File: src/thermo_pkg.sv
// Operation
// - cooling: compressor off after intake minus internal set stays below -1.5C for 3 min
// - cooling or dry: restart after 3 min wait, only above that mode's off point
// - dry: compressor off after intake minus internal set stays below -2.0C for 3 min
// - heating: compressor off after intake minus internal set stays above +2.0C for 3 min
// - heating: restart after 3 min wait, only below heating off point
// - cooling or dry, thermostat off, auto fan: indoor fan stops periodically
// - internal set starts from remote set point, shifted, recomputed continuously
// - each auto judgment runs indoor fan at lowest step for 30 s first
// - auto mode repeats its mode judgment every 10 minutes
// - first judgment: cooling when intake minus remote set is at least 2.0C
// - first judgment: dry when difference is from -2.0C up to below 2.0C
// - any judgment: heating when difference is below -2.0C
// - later judgments: at least 3.0C keeps dry if dry, else cooling
// - later judgments: -2.0C up to below 3.0C keeps previous mode
// - fan only: indoor fan runs, outdoor fan and compressor stop, setting ignored
// - forced button press or 5 s emergency hold with beep starts cooling
package thermo_pkg;
  // ----------------------------------------
  // timing
  // ----------------------------------------
  localparam int CLK_HZ = 40_000_000;
  localparam int SEC_CYCLES = CLK_HZ / 1;  // clocks per one-second tick
  localparam int TICK_W = 26;
  localparam int CNT_W = 10;
  localparam int QUAL_MIN = 3;
  localparam int QUAL_S = QUAL_MIN * 60;
  localparam int RESTART_S = QUAL_MIN * 60;
  localparam int SAMPLE_S = 30;
  localparam int JUDGE_MIN = 10;
  localparam int JUDGE_S = JUDGE_MIN * 60 - SAMPLE_S;  // hold part of the interval
  localparam int EMERG_S = 5;
  localparam int FAN_PER_S = 60;
  localparam int FAN_STOP_S = 30;
  // ----------------------------------------
  // temperatures, signed, 0.5 C per lsb
  // ----------------------------------------
  localparam logic signed [8:0] COOL_OFF = -9'sh003;
  localparam logic signed [8:0] DRY_OFF = -9'sh004;
  localparam logic signed [8:0] HEAT_OFF = 9'sh004;
  localparam logic signed [8:0] AUTO_LOW = -9'sh004;
  localparam logic signed [8:0] AUTO_COOL1 = 9'sh004;
  localparam logic signed [8:0] AUTO_COOL2 = 9'sh006;
  // ----------------------------------------
  // register map and fields
  // ----------------------------------------
  localparam logic [31:0] CTRL_ADDR = 32'h0000_0000;
  localparam logic [31:0] SETPT_ADDR = 32'h0000_0004;
  localparam logic [31:0] STATUS_ADDR = 32'h0000_0008;
  localparam logic [31:0] SENSE_ADDR = 32'h0000_000c;
  localparam int CTRL_RUN = 0;
  localparam int CTRL_MODE = 1;
  localparam int CTRL_FAN_AUTO = 4;
  localparam int CTRL_FAN = 5;
  localparam logic [7:0] CTRL_RST = 8'h00;
  localparam logic [15:0] SETPT_RST = 16'h0032;  // 25.0 C, no shift
  localparam logic [2:0] LOWEST_FAN_STEP = 3'h0;
  localparam logic [1:0] RESP_OKAY = 2'h0;
  localparam logic [1:0] RESP_SLVERR = 2'h2;
  // ----------------------------------------
  // types
  // ----------------------------------------
  typedef enum logic [2:0] {REQ_FAN, REQ_COOL, REQ_DRY, REQ_HEAT, REQ_AUTO} req_t;
  typedef enum logic [2:0] {OP_STOP, OP_FAN, OP_COOL, OP_DRY, OP_HEAT} op_t;
  typedef enum logic [1:0] {AU_IDLE, AU_SAMPLE, AU_HOLD} auto_st_t;
  typedef struct packed {
    logic comp;
    logic outdoor_fan;
    logic indoor_fan;
    logic fan_auto;
    logic [2:0] fan_step;
  } drive_t;

  // signed difference a - b, one bit wider so it never wraps
  function automatic logic signed [8:0] tdiff(input logic signed [7:0] a,
                                              input logic signed [7:0] b);
    tdiff = 9'(a) - 9'(b);
  endfunction
endpackage

File: src/tick_gen.sv
`timescale 1ns/100ps
// one-clock pulse once per second of enabled clock
module tick_gen #(
  parameter int unsigned DIV = thermo_pkg::SEC_CYCLES
) (
  // clock and reset
  input wire logic clk,
  input wire logic rst,
  input wire logic ce,
  // pulse
  output logic tick
);
  logic [thermo_pkg::TICK_W-1:0] cnt_r;

  assign tick = ce && (cnt_r == thermo_pkg::TICK_W'(DIV - 1));

  // free-running divider
  always_ff @(posedge clk) begin
    if (rst) begin
      cnt_r <= '0;
    end else if (ce) begin
      cnt_r <= tick ? '0 : cnt_r + 1'b1;
    end
  end
endmodule

File: src/qual_timer.sv
`timescale 1ns/100ps
// counts seconds while cond holds; any gap restarts it from zero
module qual_timer #(
  parameter int unsigned LIMIT = thermo_pkg::QUAL_S
) (
  // clock and reset
  input wire logic clk,
  input wire logic rst,
  input wire logic ce,
  input wire logic tick,
  // condition and result
  input wire logic cond,
  output logic hit,
  output logic done
);
  logic [thermo_pkg::CNT_W-1:0] cnt_r;

  assign done = cond && (cnt_r == thermo_pkg::CNT_W'(LIMIT));
  assign hit = cond && tick && (cnt_r == thermo_pkg::CNT_W'(LIMIT - 1));

  // saturating seconds count
  always_ff @(posedge clk) begin
    if (rst) begin
      cnt_r <= '0;
    end else if (ce) begin
      if (!cond) begin
        cnt_r <= '0;
      end else if (tick && !done) begin
        cnt_r <= cnt_r + 1'b1;
      end
    end
  end
endmodule

File: src/thermo_ctrl.sv
// Chosen here: the AXI4-Lite slave port and the register addresses.
`timescale 1ns/100ps
module thermo_ctrl #(
  parameter int unsigned SEC_CYCLES = thermo_pkg::SEC_CYCLES
) (
  // clock, reset, enable
  input wire logic clk,
  input wire logic rst,
  input wire logic ce,
  // axi4-lite write
  input wire logic [31:0] awaddr,
  input wire logic awvalid,
  output logic awready,
  input wire logic [31:0] wdata,
  input wire logic [3:0] wstrb,
  input wire logic wvalid,
  output logic wready,
  output logic [1:0] bresp,
  output logic bvalid,
  input wire logic bready,
  // axi4-lite read
  input wire logic [31:0] araddr,
  input wire logic arvalid,
  output logic arready,
  output logic [31:0] rdata,
  output logic [1:0] rresp,
  output logic rvalid,
  input wire logic rready,
  // sensor and buttons
  input wire logic signed [7:0] intake_temp,
  input wire logic forced_btn,
  input wire logic emerg_btn,
  // drives
  output thermo_pkg::drive_t drive,
  output thermo_pkg::op_t op_mode,
  output logic beep
);
  // ----------------------------------------
  // declarations
  // ----------------------------------------
  logic [7:0] ctrl_r;
  logic [15:0] setpt_r;
  logic aw_held_r, w_held_r, bvalid_r, rvalid_r;
  logic [31:0] aw_addr_r, w_data_r, rdata_r;
  logic [3:0] w_strb_r;
  logic [1:0] bresp_r, rresp_r;
  logic wr_go, ctrl_wr;
  logic signed [7:0] internal_set_r;
  logic signed [8:0] diff_int, diff_rem;
  logic forced_r, forced_btn_q, beep_r;
  logic thermo_off_r, first_r;
  thermo_pkg::op_t op_r, op_nxt, auto_mode_r, judged;
  thermo_pkg::auto_st_t au_st_r;
  thermo_pkg::req_t req;
  thermo_pkg::drive_t drive_r, drive_nxt;
  logic running, comp_mode, off_cond, on_cond, sampling;
  logic [5:0] fan_cyc_r;
  logic per_en, fan_paused;
  logic tick;
  logic off_hit, off_done, rst_done, samp_hit, judge_hit, emerg_hit;
  localparam int CTRL_MODE_HI = thermo_pkg::CTRL_MODE + 2;

  // ----------------------------------------
  // timebase and timers
  // ----------------------------------------
  tick_gen #(.DIV(SEC_CYCLES)) u_tick (
    .clk(clk), .rst(rst), .ce(ce), .tick(tick)
  );

  // switch-off qualification
  qual_timer #(.LIMIT(thermo_pkg::QUAL_S)) u_off (
    .clk(clk), .rst(rst), .ce(ce), .tick(tick),
    .cond(comp_mode && !thermo_off_r && off_cond), .hit(off_hit), .done(off_done)
  );

  // restart wait after a thermostat-off
  qual_timer #(.LIMIT(thermo_pkg::RESTART_S)) u_rst (
    .clk(clk), .rst(rst), .ce(ce), .tick(tick),
    .cond(thermo_off_r), .hit(), .done(rst_done)
  );

  // auto sampling and hold periods
  qual_timer #(.LIMIT(thermo_pkg::SAMPLE_S)) u_samp (
    .clk(clk), .rst(rst), .ce(ce), .tick(tick),
    .cond(au_st_r == thermo_pkg::AU_SAMPLE), .hit(samp_hit), .done()
  );
  qual_timer #(.LIMIT(thermo_pkg::JUDGE_S)) u_judge (
    .clk(clk), .rst(rst), .ce(ce), .tick(tick),
    .cond(au_st_r == thermo_pkg::AU_HOLD), .hit(judge_hit), .done()
  );

  // emergency button hold
  qual_timer #(.LIMIT(thermo_pkg::EMERG_S)) u_emerg (
    .clk(clk), .rst(rst), .ce(ce), .tick(tick),
    .cond(emerg_btn), .hit(emerg_hit), .done()
  );

  // ----------------------------------------
  // axi4-lite slave
  // ----------------------------------------
  // byte-lane merge for the set point; control only ever takes lane 0
  function automatic logic [15:0] lane_merge(input logic [15:0] old,
                                             input logic [31:0] nw,
                                             input logic [3:0] strb);
    lane_merge = old;
    if (strb[0]) lane_merge[7:0] = nw[7:0];
    if (strb[1]) lane_merge[15:8] = nw[15:8];
  endfunction

  assign awready = !aw_held_r && !bvalid_r;
  assign wready = !w_held_r && !bvalid_r;
  assign wr_go = aw_held_r && w_held_r && !bvalid_r;
  assign ctrl_wr = wr_go && (aw_addr_r == thermo_pkg::CTRL_ADDR);
  assign bvalid = bvalid_r;
  assign bresp = bresp_r;
  assign arready = !rvalid_r;
  assign rvalid = rvalid_r;
  assign rdata = rdata_r;
  assign rresp = rresp_r;

  // address and data latch in either order
  always_ff @(posedge clk) begin
    if (rst) begin
      aw_held_r <= 1'b0;
      w_held_r <= 1'b0;
      aw_addr_r <= '0;
      w_data_r <= '0;
      w_strb_r <= '0;
    end else if (ce) begin
      if (awvalid && awready) begin
        aw_held_r <= 1'b1;
        aw_addr_r <= awaddr;
      end else if (wr_go) begin
        aw_held_r <= 1'b0;
      end
      if (wvalid && wready) begin
        w_held_r <= 1'b1;
        w_data_r <= wdata;
        w_strb_r <= wstrb;
      end else if (wr_go) begin
        w_held_r <= 1'b0;
      end
    end
  end

  // register writes and write response
  always_ff @(posedge clk) begin
    if (rst) begin
      ctrl_r <= thermo_pkg::CTRL_RST;
      setpt_r <= thermo_pkg::SETPT_RST;
      bvalid_r <= 1'b0;
      bresp_r <= thermo_pkg::RESP_OKAY;
    end else if (ce) begin
      if (wr_go) begin
        bvalid_r <= 1'b1;
        bresp_r <= thermo_pkg::RESP_OKAY;
        if (aw_addr_r == thermo_pkg::CTRL_ADDR) begin
          if (w_strb_r[0]) ctrl_r <= w_data_r[7:0];
        end else if (aw_addr_r == thermo_pkg::SETPT_ADDR) begin
          setpt_r <= lane_merge(setpt_r, w_data_r, w_strb_r);
        end else if (aw_addr_r == thermo_pkg::STATUS_ADDR ||
                     aw_addr_r == thermo_pkg::SENSE_ADDR) begin
          bresp_r <= thermo_pkg::RESP_OKAY;  // read-only, write ignored
        end else begin
          bresp_r <= thermo_pkg::RESP_SLVERR;
        end
      end else if (bvalid_r && bready) begin
        bvalid_r <= 1'b0;
      end
    end
  end

  // read channel, data registered at address acceptance
  always_ff @(posedge clk) begin
    if (rst) begin
      rvalid_r <= 1'b0;
      rdata_r <= '0;
      rresp_r <= thermo_pkg::RESP_OKAY;
    end else if (ce) begin
      if (arvalid && arready) begin
        rvalid_r <= 1'b1;
        rresp_r <= thermo_pkg::RESP_OKAY;
        if (araddr == thermo_pkg::CTRL_ADDR) begin
          rdata_r <= {24'h0, ctrl_r};
        end else if (araddr == thermo_pkg::SETPT_ADDR) begin
          rdata_r <= {16'h0, setpt_r};
        end else if (araddr == thermo_pkg::STATUS_ADDR) begin
          rdata_r <= {14'h0, first_r, au_st_r, auto_mode_r, thermo_off_r, forced_r,
                      op_r, drive_r};
        end else if (araddr == thermo_pkg::SENSE_ADDR) begin
          rdata_r <= {16'h0, internal_set_r, intake_temp};
        end else begin
          rdata_r <= '0;
          rresp_r <= thermo_pkg::RESP_SLVERR;
        end
      end else if (rvalid_r && rready) begin
        rvalid_r <= 1'b0;
      end
    end
  end

  // ----------------------------------------
  // set temperature and differences
  // ----------------------------------------
  // remote set point plus software shift, refreshed every cycle; no saturation
  always_ff @(posedge clk) begin
    if (rst) begin
      internal_set_r <= signed'(thermo_pkg::SETPT_RST[7:0]);
    end else if (ce) begin
      internal_set_r <= signed'(setpt_r[7:0] + setpt_r[15:8]);
    end
  end

  assign diff_int = thermo_pkg::tdiff(intake_temp, internal_set_r);
  assign diff_rem = thermo_pkg::tdiff(intake_temp, signed'(setpt_r[7:0]));

  // ----------------------------------------
  // forced cooling and emergency start
  // ----------------------------------------
  // press edge or 5 s hold latches forced cooling; a ctrl write ends it, set wins
  always_ff @(posedge clk) begin
    if (rst) begin
      forced_btn_q <= 1'b0;
      forced_r <= 1'b0;
      beep_r <= 1'b0;
    end else if (ce) begin
      forced_btn_q <= forced_btn;
      beep_r <= emerg_hit;
      if ((forced_btn && !forced_btn_q) || emerg_hit) begin
        forced_r <= 1'b1;
      end else if (ctrl_wr) begin
        forced_r <= 1'b0;
      end
    end
  end

  assign req = forced_r ? thermo_pkg::REQ_COOL
                        : thermo_pkg::req_t'(ctrl_r[CTRL_MODE_HI:thermo_pkg::CTRL_MODE]);
  assign running = ctrl_r[thermo_pkg::CTRL_RUN] || forced_r;
  assign beep = beep_r;

  // ----------------------------------------
  // automatic mode judgment
  // ----------------------------------------
  // heat below -2.0; first: cool at 2.0; later: cool at 3.0 unless dry, else hold
  always_comb begin
    if (diff_rem < thermo_pkg::AUTO_LOW) begin
      judged = thermo_pkg::OP_HEAT;
    end else if (first_r) begin
      judged = (diff_rem >= thermo_pkg::AUTO_COOL1) ? thermo_pkg::OP_COOL
                                                    : thermo_pkg::OP_DRY;
    end else if (diff_rem >= thermo_pkg::AUTO_COOL2) begin
      judged = (auto_mode_r == thermo_pkg::OP_DRY) ? thermo_pkg::OP_DRY
                                                   : thermo_pkg::OP_COOL;
    end else begin
      judged = auto_mode_r;
    end
  end

  // sample 30 s, decide, hold the rest of the 10 min interval, sample again
  always_ff @(posedge clk) begin
    if (rst) begin
      au_st_r <= thermo_pkg::AU_IDLE;
      first_r <= 1'b1;
      auto_mode_r <= thermo_pkg::OP_FAN;
    end else if (ce) begin
      if (!running || req != thermo_pkg::REQ_AUTO) begin
        au_st_r <= thermo_pkg::AU_IDLE;
        first_r <= 1'b1;
        auto_mode_r <= thermo_pkg::OP_FAN;
      end else begin
        case (au_st_r)
          thermo_pkg::AU_IDLE: begin
            au_st_r <= thermo_pkg::AU_SAMPLE;
          end
          thermo_pkg::AU_SAMPLE: begin
            if (samp_hit) begin
              auto_mode_r <= judged;
              first_r <= 1'b0;
              au_st_r <= thermo_pkg::AU_HOLD;
            end
          end
          thermo_pkg::AU_HOLD: begin
            if (judge_hit) au_st_r <= thermo_pkg::AU_SAMPLE;
          end
          default: au_st_r <= thermo_pkg::AU_IDLE;
        endcase
      end
    end
  end

  assign sampling = (au_st_r == thermo_pkg::AU_SAMPLE);

  // ----------------------------------------
  // operating mode
  // ----------------------------------------
  always_comb begin
    op_nxt = thermo_pkg::OP_STOP;
    if (running) begin
      case (req)
        thermo_pkg::REQ_FAN: op_nxt = thermo_pkg::OP_FAN;
        thermo_pkg::REQ_COOL: op_nxt = thermo_pkg::OP_COOL;
        thermo_pkg::REQ_DRY: op_nxt = thermo_pkg::OP_DRY;
        thermo_pkg::REQ_HEAT: op_nxt = thermo_pkg::OP_HEAT;
        thermo_pkg::REQ_AUTO: op_nxt = sampling ? thermo_pkg::OP_FAN : auto_mode_r;
        default: op_nxt = thermo_pkg::OP_STOP;
      endcase
    end
  end

  always_ff @(posedge clk) begin
    if (rst) begin
      op_r <= thermo_pkg::OP_STOP;
    end else if (ce) begin
      op_r <= op_nxt;
    end
  end

  assign op_mode = op_r;

  // ----------------------------------------
  // thermostat
  // ----------------------------------------
  assign comp_mode = (op_r == thermo_pkg::OP_COOL) || (op_r == thermo_pkg::OP_DRY) ||
                     (op_r == thermo_pkg::OP_HEAT);

  // off and restart points per mode; restart must cross the off point back
  always_comb begin
    off_cond = 1'b0;
    on_cond = 1'b0;
    case (op_r)
      thermo_pkg::OP_COOL: begin
        off_cond = diff_int < thermo_pkg::COOL_OFF;
        on_cond = diff_int > thermo_pkg::COOL_OFF;
      end
      thermo_pkg::OP_DRY: begin
        off_cond = diff_int < thermo_pkg::DRY_OFF;
        on_cond = diff_int > thermo_pkg::DRY_OFF;
      end
      thermo_pkg::OP_HEAT: begin
        off_cond = diff_int > thermo_pkg::HEAT_OFF;
        on_cond = diff_int < thermo_pkg::HEAT_OFF;
      end
      default: begin
        off_cond = 1'b0;
        on_cond = 1'b0;
      end
    endcase
  end

  // a mode change starts the compressor afresh
  always_ff @(posedge clk) begin
    if (rst) begin
      thermo_off_r <= 1'b0;
    end else if (ce) begin
      if (op_nxt != op_r) begin
        thermo_off_r <= 1'b0;
      end else if (off_done) begin
        thermo_off_r <= 1'b1;
      end else if (thermo_off_r && rst_done && on_cond) begin
        thermo_off_r <= 1'b0;
      end
    end
  end

  // ----------------------------------------
  // fans and compressor
  // ----------------------------------------
  assign per_en = thermo_off_r && ctrl_r[thermo_pkg::CTRL_FAN_AUTO] &&
                  ((op_r == thermo_pkg::OP_COOL) || (op_r == thermo_pkg::OP_DRY));
  assign fan_paused = per_en && (fan_cyc_r < 6'(thermo_pkg::FAN_STOP_S));

  // stop-then-run cycle while idling on thermostat with auto fan
  always_ff @(posedge clk) begin
    if (rst) begin
      fan_cyc_r <= '0;
    end else if (ce) begin
      if (!per_en) begin
        fan_cyc_r <= '0;
      end else if (tick) begin
        fan_cyc_r <= (fan_cyc_r == 6'(thermo_pkg::FAN_PER_S - 1)) ? '0
                                                                  : fan_cyc_r + 1'b1;
      end
    end
  end

  // fan mode keeps compressor and outdoor fan off, temperature not looked at
  always_comb begin
    drive_nxt.comp = comp_mode && !thermo_off_r && (op_nxt == op_r);
    drive_nxt.outdoor_fan = drive_nxt.comp;
    drive_nxt.indoor_fan = (op_r != thermo_pkg::OP_STOP) && !fan_paused;
    drive_nxt.fan_auto = ctrl_r[thermo_pkg::CTRL_FAN_AUTO] && !sampling;
    drive_nxt.fan_step = ctrl_r[thermo_pkg::CTRL_FAN+:3];
    if (sampling) begin
      drive_nxt.fan_step = thermo_pkg::LOWEST_FAN_STEP;
    end
  end

  always_ff @(posedge clk) begin
    if (rst) begin
      drive_r <= '0;
    end else if (ce) begin
      drive_r <= drive_nxt;
    end
  end

  assign drive = drive_r;
endmodule

File: config.mk
export PLATFORM = sky130hd
export DESIGN_NAME = thermo_ctrl
export DESIGN_NICKNAME = d
export VERILOG_FILES = /design/src/thermo_pkg.sv /design/src/tick_gen.sv /design/src/qual_timer.sv /design/src/thermo_ctrl.sv
export SDC_FILE = /design/constraint.sdc
export NUM_CORES = 1
export LEC_CHECK = 0
export ABC_AREA = 1
export BUFFER_PORTS_ARGS = -buffer_cell sky130_fd_sc_hd__buf_4
export CELL_PAD_IN_SITES_DETAIL_PLACEMENT = 0
export CELL_PAD_IN_SITES_GLOBAL_PLACEMENT = 1
export CORE_ASPECT_RATIO = 1.5
export CORE_UTILIZATION = 41
export DETAILED_ROUTE_END_ITERATION = 8
export PLACE_DENSITY = 0.9
export SYNTH_ARGS = -nofsm -noshare
export SYNTH_HDL_FRONTEND = slang
export SYNTH_SLANG_ARGS = --single-unit
File: constraint.sdc
create_clock -name clk -period 2.56 [get_ports clk]
set_clock_uncertainty 0.1 [all_clocks]
set_input_delay 0.128 -clock clk [delete_from_list [all_inputs] [get_ports clk]]
set_output_delay 0.128 -clock clk [all_outputs]
set_load 0.05 [all_outputs]
==> results_dict.tcl, run 1 <==
set metrics [dict create \
    cts_max_level 1 \
    synth_edf_count 0 \
    hold_ws_ns 0.0397 \
    synth-simple-area-share_pct 33.3 \
    fp.dieW_um 139 \
    slew_headroom_pct 38.5 \
    dpl.cell_count 2124 \
    regArea_um2 4150 \
    core_um2 27900 \
    fmax_mhz 413 \
    syn_inst 1667 \
    antenna_found_initial 1 \
    crit_path_cell_trace "ha_4 > inv_2 > fa_2 > nand2_2 > nand2_4 > nand2_2 > nand2_2 > nand2_1 > nand3_2 > nor2_4 > nand3_2 > nand2_2 > nand2_4 > nand2_8 > nand2_8 > buf_12 > nand3_2 > a21oi_2" \
    crit_top_cell "nand2_2" \
    ir_drop_mv 0.475 \
    rows 75 \
    syn_area_um2 11600 \
    grt_usage_pct 22.8 \
    tightestPinTransition_ns 0.918 \
    nets 2023 \
    p_per_area_nw_per_um2 523 \
    drive_gt1_share_pct 16.1 \
    preCtsSetupSlack_ns -0.0395 \
    maxCapViolCount 0 \
    start_util_pct 41.7 \
    layoutNonFillerInstCount 2226 \
    yosys_warnings 0 \
    synth_top_cells_by_area "dfxtp_1 (36%), nand2_1 (9.4%), nor2_1 (8.6%)" \
    grt_pass1_wl_um 53900 \
    io_pins 170 \
    final.setup.worst_slack_ns 0.136 \
    synthXorXnorAreaFrac_pct 3.62 \
    grt_max_degree 93 \
    die_area_um2 29000 \
    cts.path.max_buffers 3 \
    yosysTopAreaCellShare_pct 35.7 \
    nFillCells 2705 \
    path_max_fanout 9 \
    cts_root_buffer "clkbuf_16" \
    cts.sinks 207 \
    async_flop_share_pct 0 \
    wl_um 33400 \
    power.total_mw 7.57 \
    clk-insertion-delay-late_ns 0.52 \
    drt_iter0_markers 586 \
    synth.distinct_cells 58 \
    crit_path_top_delay_cell "fa_2" \
    crit_type "reg -> reg" \
    vias 11600 \
    synth_top_area_cell "dfxtp_1" \
    synth_top_family_by_area "simple AND/OR/NAND/NOR gates" \
    critPathMaxStageDelay_ns 0.39 \
    wl_per_cell_um 15.0 \
    place_area_um2 13000 \
    crit_arrival_ns 2.72 \
    grt_pass1_vias 11300 \
    synth_common_cells "nand2_1 (292), nor2_1 (266), dfxtp_1 (207), inv_1 (170), a21oi_1 (116)" \
    cts.clk_slew.worst_paths_ns 0.06 \
    endpoint_kind "flip-flop" \
    min_period_over_period_pct 94.7 \
    drc 0 \
    cts_tree "done" \
    synth_compound_area_share_pct 13.7 \
    hpwl_um 24700 \
    grt-ovfl-total 0 \
    yosys.area_share.adder_pct 4.61 \
    cts_buffers 22 \
    yosysSeqAreaShare_pct 35.7 \
    synth_flop_cell "dfxtp_1" \
    dr.pass1.iters 5 \
    area.growth.synth_to_final_pct 24.8 \
    outcome "complete, no violations" \
    tns_ns 0 \
    die_h_um 208 \
    ant_nets 0 \
    syn_area_per_cell_um2 6.97 \
    drv_slew 0 \
    min_period_ns 2.42 \
    post_drt_via_cell_ratio 5.19 \
    multiInputGateArea_um2 6630 \
    synth.most_common_cell "nand2_1" \
    utilization_pct 52.0 \
    hold_path.class "in -> reg" \
    io_buffer_count 135 \
    setup_viol 0 \
    cp-start-kind "flip-flop" \
    muxShareOfSynthArea_pct 0 \
    final_area_um2 14500 \
    hold_viol_final 0 \
    critPathRequiredTime_ns 2.85 \
    power_leakage_nw 5.96 \
    place_congestion 0.932 \
    synth_seq_cells 207 \
]
==> what timing repair did <==
action | 4_1_cts | 5_1_grt
setup buffers | 0 | 1
gates resized for setup | 0 | 37
setup endpoints to repair | 0 | 13
hold buffers | 61 | 0
endpoints found under the hold margin | 79 | 0
==> power breakdown <==
group / leakage (nW) / switching [mW] / internal [mW]
clock: 0.351 / 1.33 / 1.88
sequential: 1.68 / 0.0613 / 3.31
combinational: 3.92 / 0.604 / 0.396
total: 5.96 / 1.99 / 5.58
==> critical path: cells and delay by family (launching register included) <==
family          cells  cell delay [ns]
buf+inv             2             0.20
fa+ha+maj           2             0.52
flops               1             0.36
compound gates      1             0.05
simple gates       13             1.06
==> sequential cells by signal (all words and copies together) (netlist names), 16 cells and up <==
signal and flops:
rdata 18, w_data_r 16, u_tick.cnt_r 26, setpt_r 16
aw_addr_r 32
==> logic make-up (layout without fill, tap and decap cells) <==
family,Yosys count,count (layout)
flip-flops,207,207
buffers and inverters,249,446
XOR/XNOR,48,48
other,1,17
AO/OA/AOI/OAI,283,283
AND/OR/NAND/NOR,838,838
adder cells (fa/ha/maj),41,41
==> cell type report <==
type | instances | share of cell area (%)
Inverter | 186 | 4.83
Antenna cell | 1 | 0.0173
Clock inverter | 8 | 0.674
Timing Repair Buffer | 221 | 12.9
Multi-Input combinational cell | 1226 | 45.8
Clock buffer | 31 | 4.25
Sequential cell | 207 | 28.6
Tap cell | 346 | 2.99
==> final timing paths <==
kind	slack (ns)	start	depth (start not counted)	end
min	0.04	intake_temp[7]	5	rdata[7]$_SDFFE_PP0P_
max	0.14	internal_set_r[0]$_SDFFE_PP0P_	18	u_off.cnt_r[9]$_SDFFE_PP0P_
max reg2reg	0.14	internal_set_r[0]$_SDFFE_PP0P_	18	u_off.cnt_r[9]$_SDFFE_PP0P_
min reg2reg	0.36	forced_btn_q$_SDFFE_PP0P_	2	forced_btn_q$_SDFFE_PP0P_
==> per-layer routing <==
layer	vias up	GRT usage, %	part of all wire [%]
met3	98	2.30	3.9
met2	310	43.5	52
met1	5290	24.2	39
met4	0	12.6	5.0
li1	5855	-	-
met5	-	0	0
==> layout by cell type (no fill, tap or decap), types with 3 or more instances in the layout <==
cell,instances
a211oi_1,7
a21oi_1,114
a21oi_2,12
a31oi_1,7
buf_12,4
buf_4,156
clkbuf_1,7
clkbuf_16,23
clkinv_1,3
clkinv_2,5
conb_1,16
dfxtp_1,205
dlygate4sd3_1,61
ha_1,32
ha_4,5
inv_1,169
inv_2,13
nand2_1,285
nand2_2,19
nand2_4,4
nand2_8,3
nand3_1,111
nand3_2,14
nand4_1,27
nor2_1,263
nor2_2,8
nor2_4,7
nor3_1,58
nor4_1,16
nor4_2,3
nor4_4,3
o211ai_1,17
o21ai_0,102
o21ai_1,7
o22ai_1,3
o32ai_1,4
xnor2_1,8
xor2_1,39
No activity file was read; power rests on OpenSTA's default activity.
==> inputs of run 2 (changes only) <==
--- a/config.mk
+++ b/config.mk
@@ -7,12 +7,10 @@
 export LEC_CHECK = 0
 export ABC_AREA = 1
 export BUFFER_PORTS_ARGS = -buffer_cell sky130_fd_sc_hd__buf_4
-export CELL_PAD_IN_SITES_DETAIL_PLACEMENT = 0
-export CELL_PAD_IN_SITES_GLOBAL_PLACEMENT = 1
-export CORE_ASPECT_RATIO = 1.5
-export CORE_UTILIZATION = 41
+export CORE_UTILIZATION = 55
+export CTS_CLUSTER_SIZE = 12
 export DETAILED_ROUTE_END_ITERATION = 8
-export PLACE_DENSITY = 0.9
+export PLACE_DENSITY = 0.87
 export SYNTH_ARGS = -nofsm -noshare
 export SYNTH_HDL_FRONTEND = slang
 export SYNTH_SLANG_ARGS = --single-unit
==> run 2 against run 1 <==
- clock power about the same
- final cell count shrank 3.9%
- core utilization increased by 18 points
- largest power group unchanged
==> results_dict.tcl, run 2 (synthesis gave the netlist of run 1 again) <==
set metrics [dict create \
    power_leakage_nw 5.91 \
    cts.clk_slew.worst_paths_ns 0.06 \
    critPathRequiredTime_ns 2.87 \
    p_comb_share_pct 13.0 \
    cp-start-kind "flip-flop" \
    vias 11800 \
    die_area_um2 21700 \
    hold_end "u_tick.cnt_r[24]$_SDFFE_PP0P_" \
    regToRegEndpoint "auto_mode_r[1]$_SDFFE_PP0P_" \
    grt_use_met2_pct 51.9 \
    cts.sinks 207 \
    rows 52 \
    p_per_area_nw_per_um2 530 \
    p_seq_share_pct 44.6 \
    min_period_ns 2.43 \
    cts_root_buffer "clkbuf_16" \
    use_met3_pct 5.34 \
    rsz0062_at_grt "true" \
    fmax_mhz 411 \
    drive_gt1_share_pct 15.9 \
    maxCapViolCount 0 \
    crit_type "reg -> reg" \
    grt-ovfl-total 0 \
    clk-insertion-delay-late_ns 0.53 \
    endpoint_kind "flip-flop" \
    io_pins 170 \
    hold_path.class "in -> reg" \
    regArea_um2 4150 \
    rrSetupSlack_ns 0.13 \
    path_max_fanout 5 \
    hp-start "rst" \
    io_buffer_count 135 \
    cts_buffers 23 \
    min_period_over_period_pct 95.1 \
    layout_commonest_cell "nand2_1" \
    cts_tree "done" \
    grt_pass1_vias 11300 \
    multiInputGateArea_um2 6560 \
    core_um2 20500 \
    grt_pass1_wl_um 53000 \
    grt_usage_pct 29.8 \
    crit_arrival_ns 2.74 \
    dr.pass1.iters 5 \
    hold_viol_final 0 \
    antenna_found_initial 1 \
    tightestPinTransition_ns 0.915 \
    slew_headroom_pct 38.9 \
    r2r_start "setpt_r[0]$_SDFFE_PP0P_" \
    wl_um 32400 \
    outcome "complete, no violations" \
    start_util_pct 56.7 \
    grt_busiest_layer "met2" \
    drv_slew 0 \
    place_congestion 0.988 \
    final.setup.worst_slack_ns 0.127 \
    final_cell_mix "nand2_1 (288), nor2_1 (264), dfxtp_1 (202)" \
    dpl.cell_count 2041 \
    ant_nets 0 \
    drt_iter0_markers 883 \
    drc 0 \
    area.growth.synth_to_final_pct 22.7 \
    p_switching_mw 2.00 \
    grt_max_degree 93 \
    fp.dieW_um 147 \
    ir_drop_mv 0.503 \
    intPower_mw 5.56 \
    post_drt_via_cell_ratio 5.52 \
    hpwl_um 22100 \
    p_clk_share_pct 42.4 \
    regMostFlops "aw_addr_r" \
    nFillCells 1674 \
    cts_max_level 1 \
    hold_depth 2 \
    layoutNonFillerInstCount 2140 \
    worstRegToRegCells 16 \
    tns_ns 0 \
    globalRouteMet1Util_pct 36.5 \
    p_sw_share_pct 26.5 \
    cts.path.max_buffers 3 \
    die_h_um 147 \
    nets 2015 \
    largest_register_ffs 32 \
    setup_viol 0 \
    preCtsSetupSlack_ns -0.00246 \
    wl_per_cell_um 15.2 \
]
[run 2: cell types whose count changed in the layout (fill, tap and decap cells not counted), sizes merged]
cell | before | now
inv | 182 | 183
buf | 160 | 154
bufinv | 2 | 1
dlygate4sd3 | 61 | 58
clkinv | 10 | 8
clkinvlp | 0 | 1
[run 2: worst max path at each step]
stage          slack (ns)                    start                          end
2_1_floorplan        0.20      bvalid$_SDFFE_PP0P_   aw_addr_r[31]$_SDFFE_PP0P_
3_3_place_gp         0.06           intake_temp[0]  auto_mode_r[2]$_SDFFE_PP0P_
3_5_place_dp       -0.002           intake_temp[0]  u_off.cnt_r[2]$_SDFFE_PP0P_
4_1_cts              0.05  setpt_r[0]$_SDFFE_PP0P_  auto_mode_r[1]$_SDFFE_PP0P_
5_1_grt             -0.04  setpt_r[0]$_SDFFE_PP0P_  auto_mode_r[1]$_SDFFE_PP0P_
6_report             0.13  setpt_r[0]$_SDFFE_PP0P_  auto_mode_r[1]$_SDFFE_PP0P_
[run 2: cell type report]
cell class              count  area share, %
multi-input cells        1226           46.0
inverters                 186           4.91
flip-flops and latches    207           29.1
clock inverters             7          0.544
diodes                      1         0.0176
well taps                 270           2.37
repair buffers            212           12.5
clock buffers              31           4.53
[run 2: worst max-delay path, cell delays in order, from the launching register on]
cell	delay, ns
dfxtp_2	0.34
ha_1	0.14
inv_1	0.07
fa_2	0.38
buf_4	0.14
nand2_1	0.08
nand3_1	0.07
nand2_1	0.06
nand2_1	0.09
nor2_1	0.12
nand4_1	0.13
a21oi_2	0.20
nand2_1	0.11
nand2_2	0.12
nand2_1	0.06
nand2_1	0.06
nor2_1	0.05
[run 2: routing by layer]
layer	wire, µm	part of all wire [%]
met5	0	0
met2	15500	48
met3	2720	8.4
met1	13200	41
met4	1080	3.3
[run 2: per-stage QoR]
stage	utilization (%)	cell area, µm²	hold slack [ns]	power, mW
after floorplan	-	11700	0.185	4.03
after global placement	62.6	12800	0.280	4.28
after detailed placement	62.6	12800	0.285	4.30
after CTS	68.9	14100	0.00189	7.53
after global routing	69.5	14200	0.0354	7.80
final	69.5	14200	0.0000527	7.56
[run 2: repair_timing]
action / CTS / global route
hold buffers: 58 / 0
buffers inserted: 0 / 2
gates resized for setup: 0 / 27
setup endpoints to repair: 0 / 13
hold endpoints to repair: 64 / 0
[run 2: power groups by stage]
stage          logic [mW]  registers, mW  clock network [mW]
6_report            0.985           3.37                3.20
5_1_grt              1.08           3.38                3.34
3_5_place_dp        0.861           3.44                   0
3_3_place_gp        0.844           3.43                   0
4_1_cts             0.936           3.37                3.23
2_1_floorplan       0.598           3.43                   0
==> inputs of run 3 (changes only) <==
==> constraint.sdc (replaced) <==
create_clock -name clk -period 2.3 [get_ports clk]
set_clock_uncertainty 0.1 [all_clocks]
set_input_delay 0.115 -clock clk [delete_from_list [all_inputs] [get_ports clk]]
set_output_delay 0.115 -clock clk [all_outputs]
set_load 0.05 [all_outputs]
==> run 3 against run 2 <==
- the flow now finishes with violations (setup timing)
- core utilization rose by 3.3 points
- sequential power rose by 11%
- power rose by 15%
- global-route usage rose by 0.11 points
- critical path depth did not move
- sequential share of layout area fell by 1.3 points
- largest power group unchanged
- highest routed layer unchanged
==> results_dict.tcl, run 3 (synthesis gave the netlist of run 1 again) <==
set metrics [dict create \
    final_area_um2 14900 \
    io_pins 170 \
    cp-start-kind "flip-flop" \
    intPower_mw 6.38 \
    hpwl_um 23200 \
    wl_per_cell_um 15.1 \
    grt_usage_pct 29.9 \
    worstRegToRegCells 16 \
    maxCapViolCount 0 \
    critPathRequiredTime_ns 2.58 \
    grt_max_degree 53 \
    regMostFlops "aw_addr_r" \
    setup_viol 11 \
    power_leakage_nw 6.23 \
    hold_path.class "in -> reg" \
    fp.dieW_um 147 \
    outcome "finished, violations left" \
    crit_type "reg -> reg" \
    layout_commonest_cell "nand2_1" \
    violations "setup timing" \
    grt_pass1_wl_um 53400 \
    ant_nets 0 \
    multiInputGateArea_um2 6760 \
    endpoint_kind "flip-flop" \
    grt_pass1_vias 11400 \
    largest_register_ffs 32 \
    cts_root_buffer "clkbuf_16" \
    vias 12000 \
    final.setup.worst_slack_ns -0.0379 \
    antenna_found_initial 1 \
    final_cell_mix "nand2_1 (280), nor2_1 (258), dfxtp_1 (204)" \
    nets 2070 \
    rows 52 \
    cts.sinks 207 \
    regArea_um2 4150 \
    path_max_fanout 6 \
    start_util_pct 56.7 \
    p_sw_share_pct 26.3 \
    place_area_um2 13200 \
    min_period_over_period_pct 102 \
    hold_depth 5 \
    tightestPinTransition_ns 0.826 \
    fmax_mhz 428 \
    io_buffer_count 135 \
    preCtsSetupSlack_ns -0.179 \
    cts.clk_slew.worst_paths_ns 0.06 \
    post_drt_via_cell_ratio 5.46 \
    min_period_ns 2.34 \
    p_per_area_nw_per_um2 580 \
    die_area_um2 21700 \
    dr.pass1.iters 6 \
    drv_slew 0 \
    drc 0 \
    wl_um 33200 \
    cts_buffers 24 \
    p_comb_share_pct 13.8 \
    area.growth.synth_to_final_pct 28.5 \
    p_clk_share_pct 42.9 \
    drive_gt1_share_pct 19.3 \
    slew_headroom_pct 44.6 \
    hold_ws_ns 0.0327 \
    crit_arrival_ns 2.62 \
    p_switching_mw 2.28 \
    cts_max_level 1 \
    p_seq_share_pct 43.3 \
    drt_iter0_markers 942 \
    hold_viol_final 0 \
    cts_tree "done" \
    nFillCells 1556 \
    place_congestion 0.943 \
    core_um2 20500 \
    clk-insertion-delay-late_ns 0.54 \
    die_h_um 147 \
    rsz0062_at_grt "true" \
    cts.path.max_buffers 3 \
    ir_drop_mv 0.526 \
    grt-ovfl-total 0 \
]
[run 3: cell types whose count changed in the layout (fill, tap and decap cells not counted), sizes merged]
cell | before | now
dlygate4sd3 | 58 | 65
clkbuf | 31 | 38
clkinv | 8 | 6
buf | 154 | 201
clkinvlp | 1 | 0
[run 3: power groups by stage]
stage	clock network, mW	logic (mW)	registers (mW)
floorplan	0	0.666	3.82
detailed placement	0	0.986	3.82
finish	3.71	1.19	3.75
global route	3.92	1.30	3.76
global placement	0	0.967	3.82
CTS	3.75	1.10	3.75
[run 3: critical path, cell delays in order (launching register included)]
cell and delay [ns]:
dfxtp_2 0.35, ha_4 0.13, inv_2 0.04, fa_2 0.37, nand2_2 0.10, nand2_4 0.07
nand3_1 0.11, nand3_1 0.14, nor2_4 0.14, nand3_2 0.08, nand2_2 0.08, nand2_4 0.07
nand2_8 0.08, nand2_8 0.07, buf_12 0.15, nand3_4 0.06, a21oi_2 0.06
[run 3: path summary, 6_finish.rpt]
check,start,to,slack (ns)
worst max register to register,internal_set_r[0]$_SDFFE_PP0P_,u_off.cnt_r[5]$_SDFFE_PP0P_,-0.04
worst min-delay path,intake_temp[7],rdata[7]$_SDFFE_PP0P_,0.03
worst max-delay path,internal_set_r[0]$_SDFFE_PP0P_,u_off.cnt_r[5]$_SDFFE_PP0P_,-0.04
worst min register to register,rdata[15]$_SDFFE_PP0P_,rdata[15]$_SDFFE_PP0P_,0.36
[run 3: cell type report]
type | instances | share of cell area, %
flip-flops and latches | 207 | 27.8
well taps | 270 | 2.26
clock buffers | 38 | 4.71
inverters | 186 | 4.69
repair buffers | 266 | 14.7
diodes | 1 | 0.0168
multi-input cells | 1226 | 45.3
clock inverters | 4 | 0.469
[run 3: repair_timing]
item                                   4_1_cts  5_1_grt
setup buffers                                3        3
pin swaps                                    6       19
endpoints found under the hold margin       81        0
setup endpoints to repair                   13       36
gates resized for setup                     14       53
hold buffers                                65        0
[run 3: metal layers]
layer / track usage (%) / wire length, µm / vias up
met5: 0 / 0 / -
met4: 11.0 / 1160 / 0
met3: 4.41 / 2260 / 92
met2: 50.9 / 15800 / 459
met1: 38.4 / 14100 / 5494
li1: - / - / 5967
[run 3: per-stage QoR]
| stage | util, % | power, mW | instances | TNS (ns) |
|---|---|---|---|---|
| 2_1_floorplan | - | 4.49 | 1682 | 0 |
| 3_3_place_gp | 64.2 | 4.79 | 2084 | -1.09 |
| 3_5_place_dp | 64.2 | 4.81 | 2084 | -1.85 |
| 4_1_cts | 71.5 | 8.60 | 2194 | -0.237 |
| 5_1_grt | 72.8 | 8.98 | 2198 | -2.09 |
| 6_report | 72.8 | 8.66 | 2198 | -0.249 |
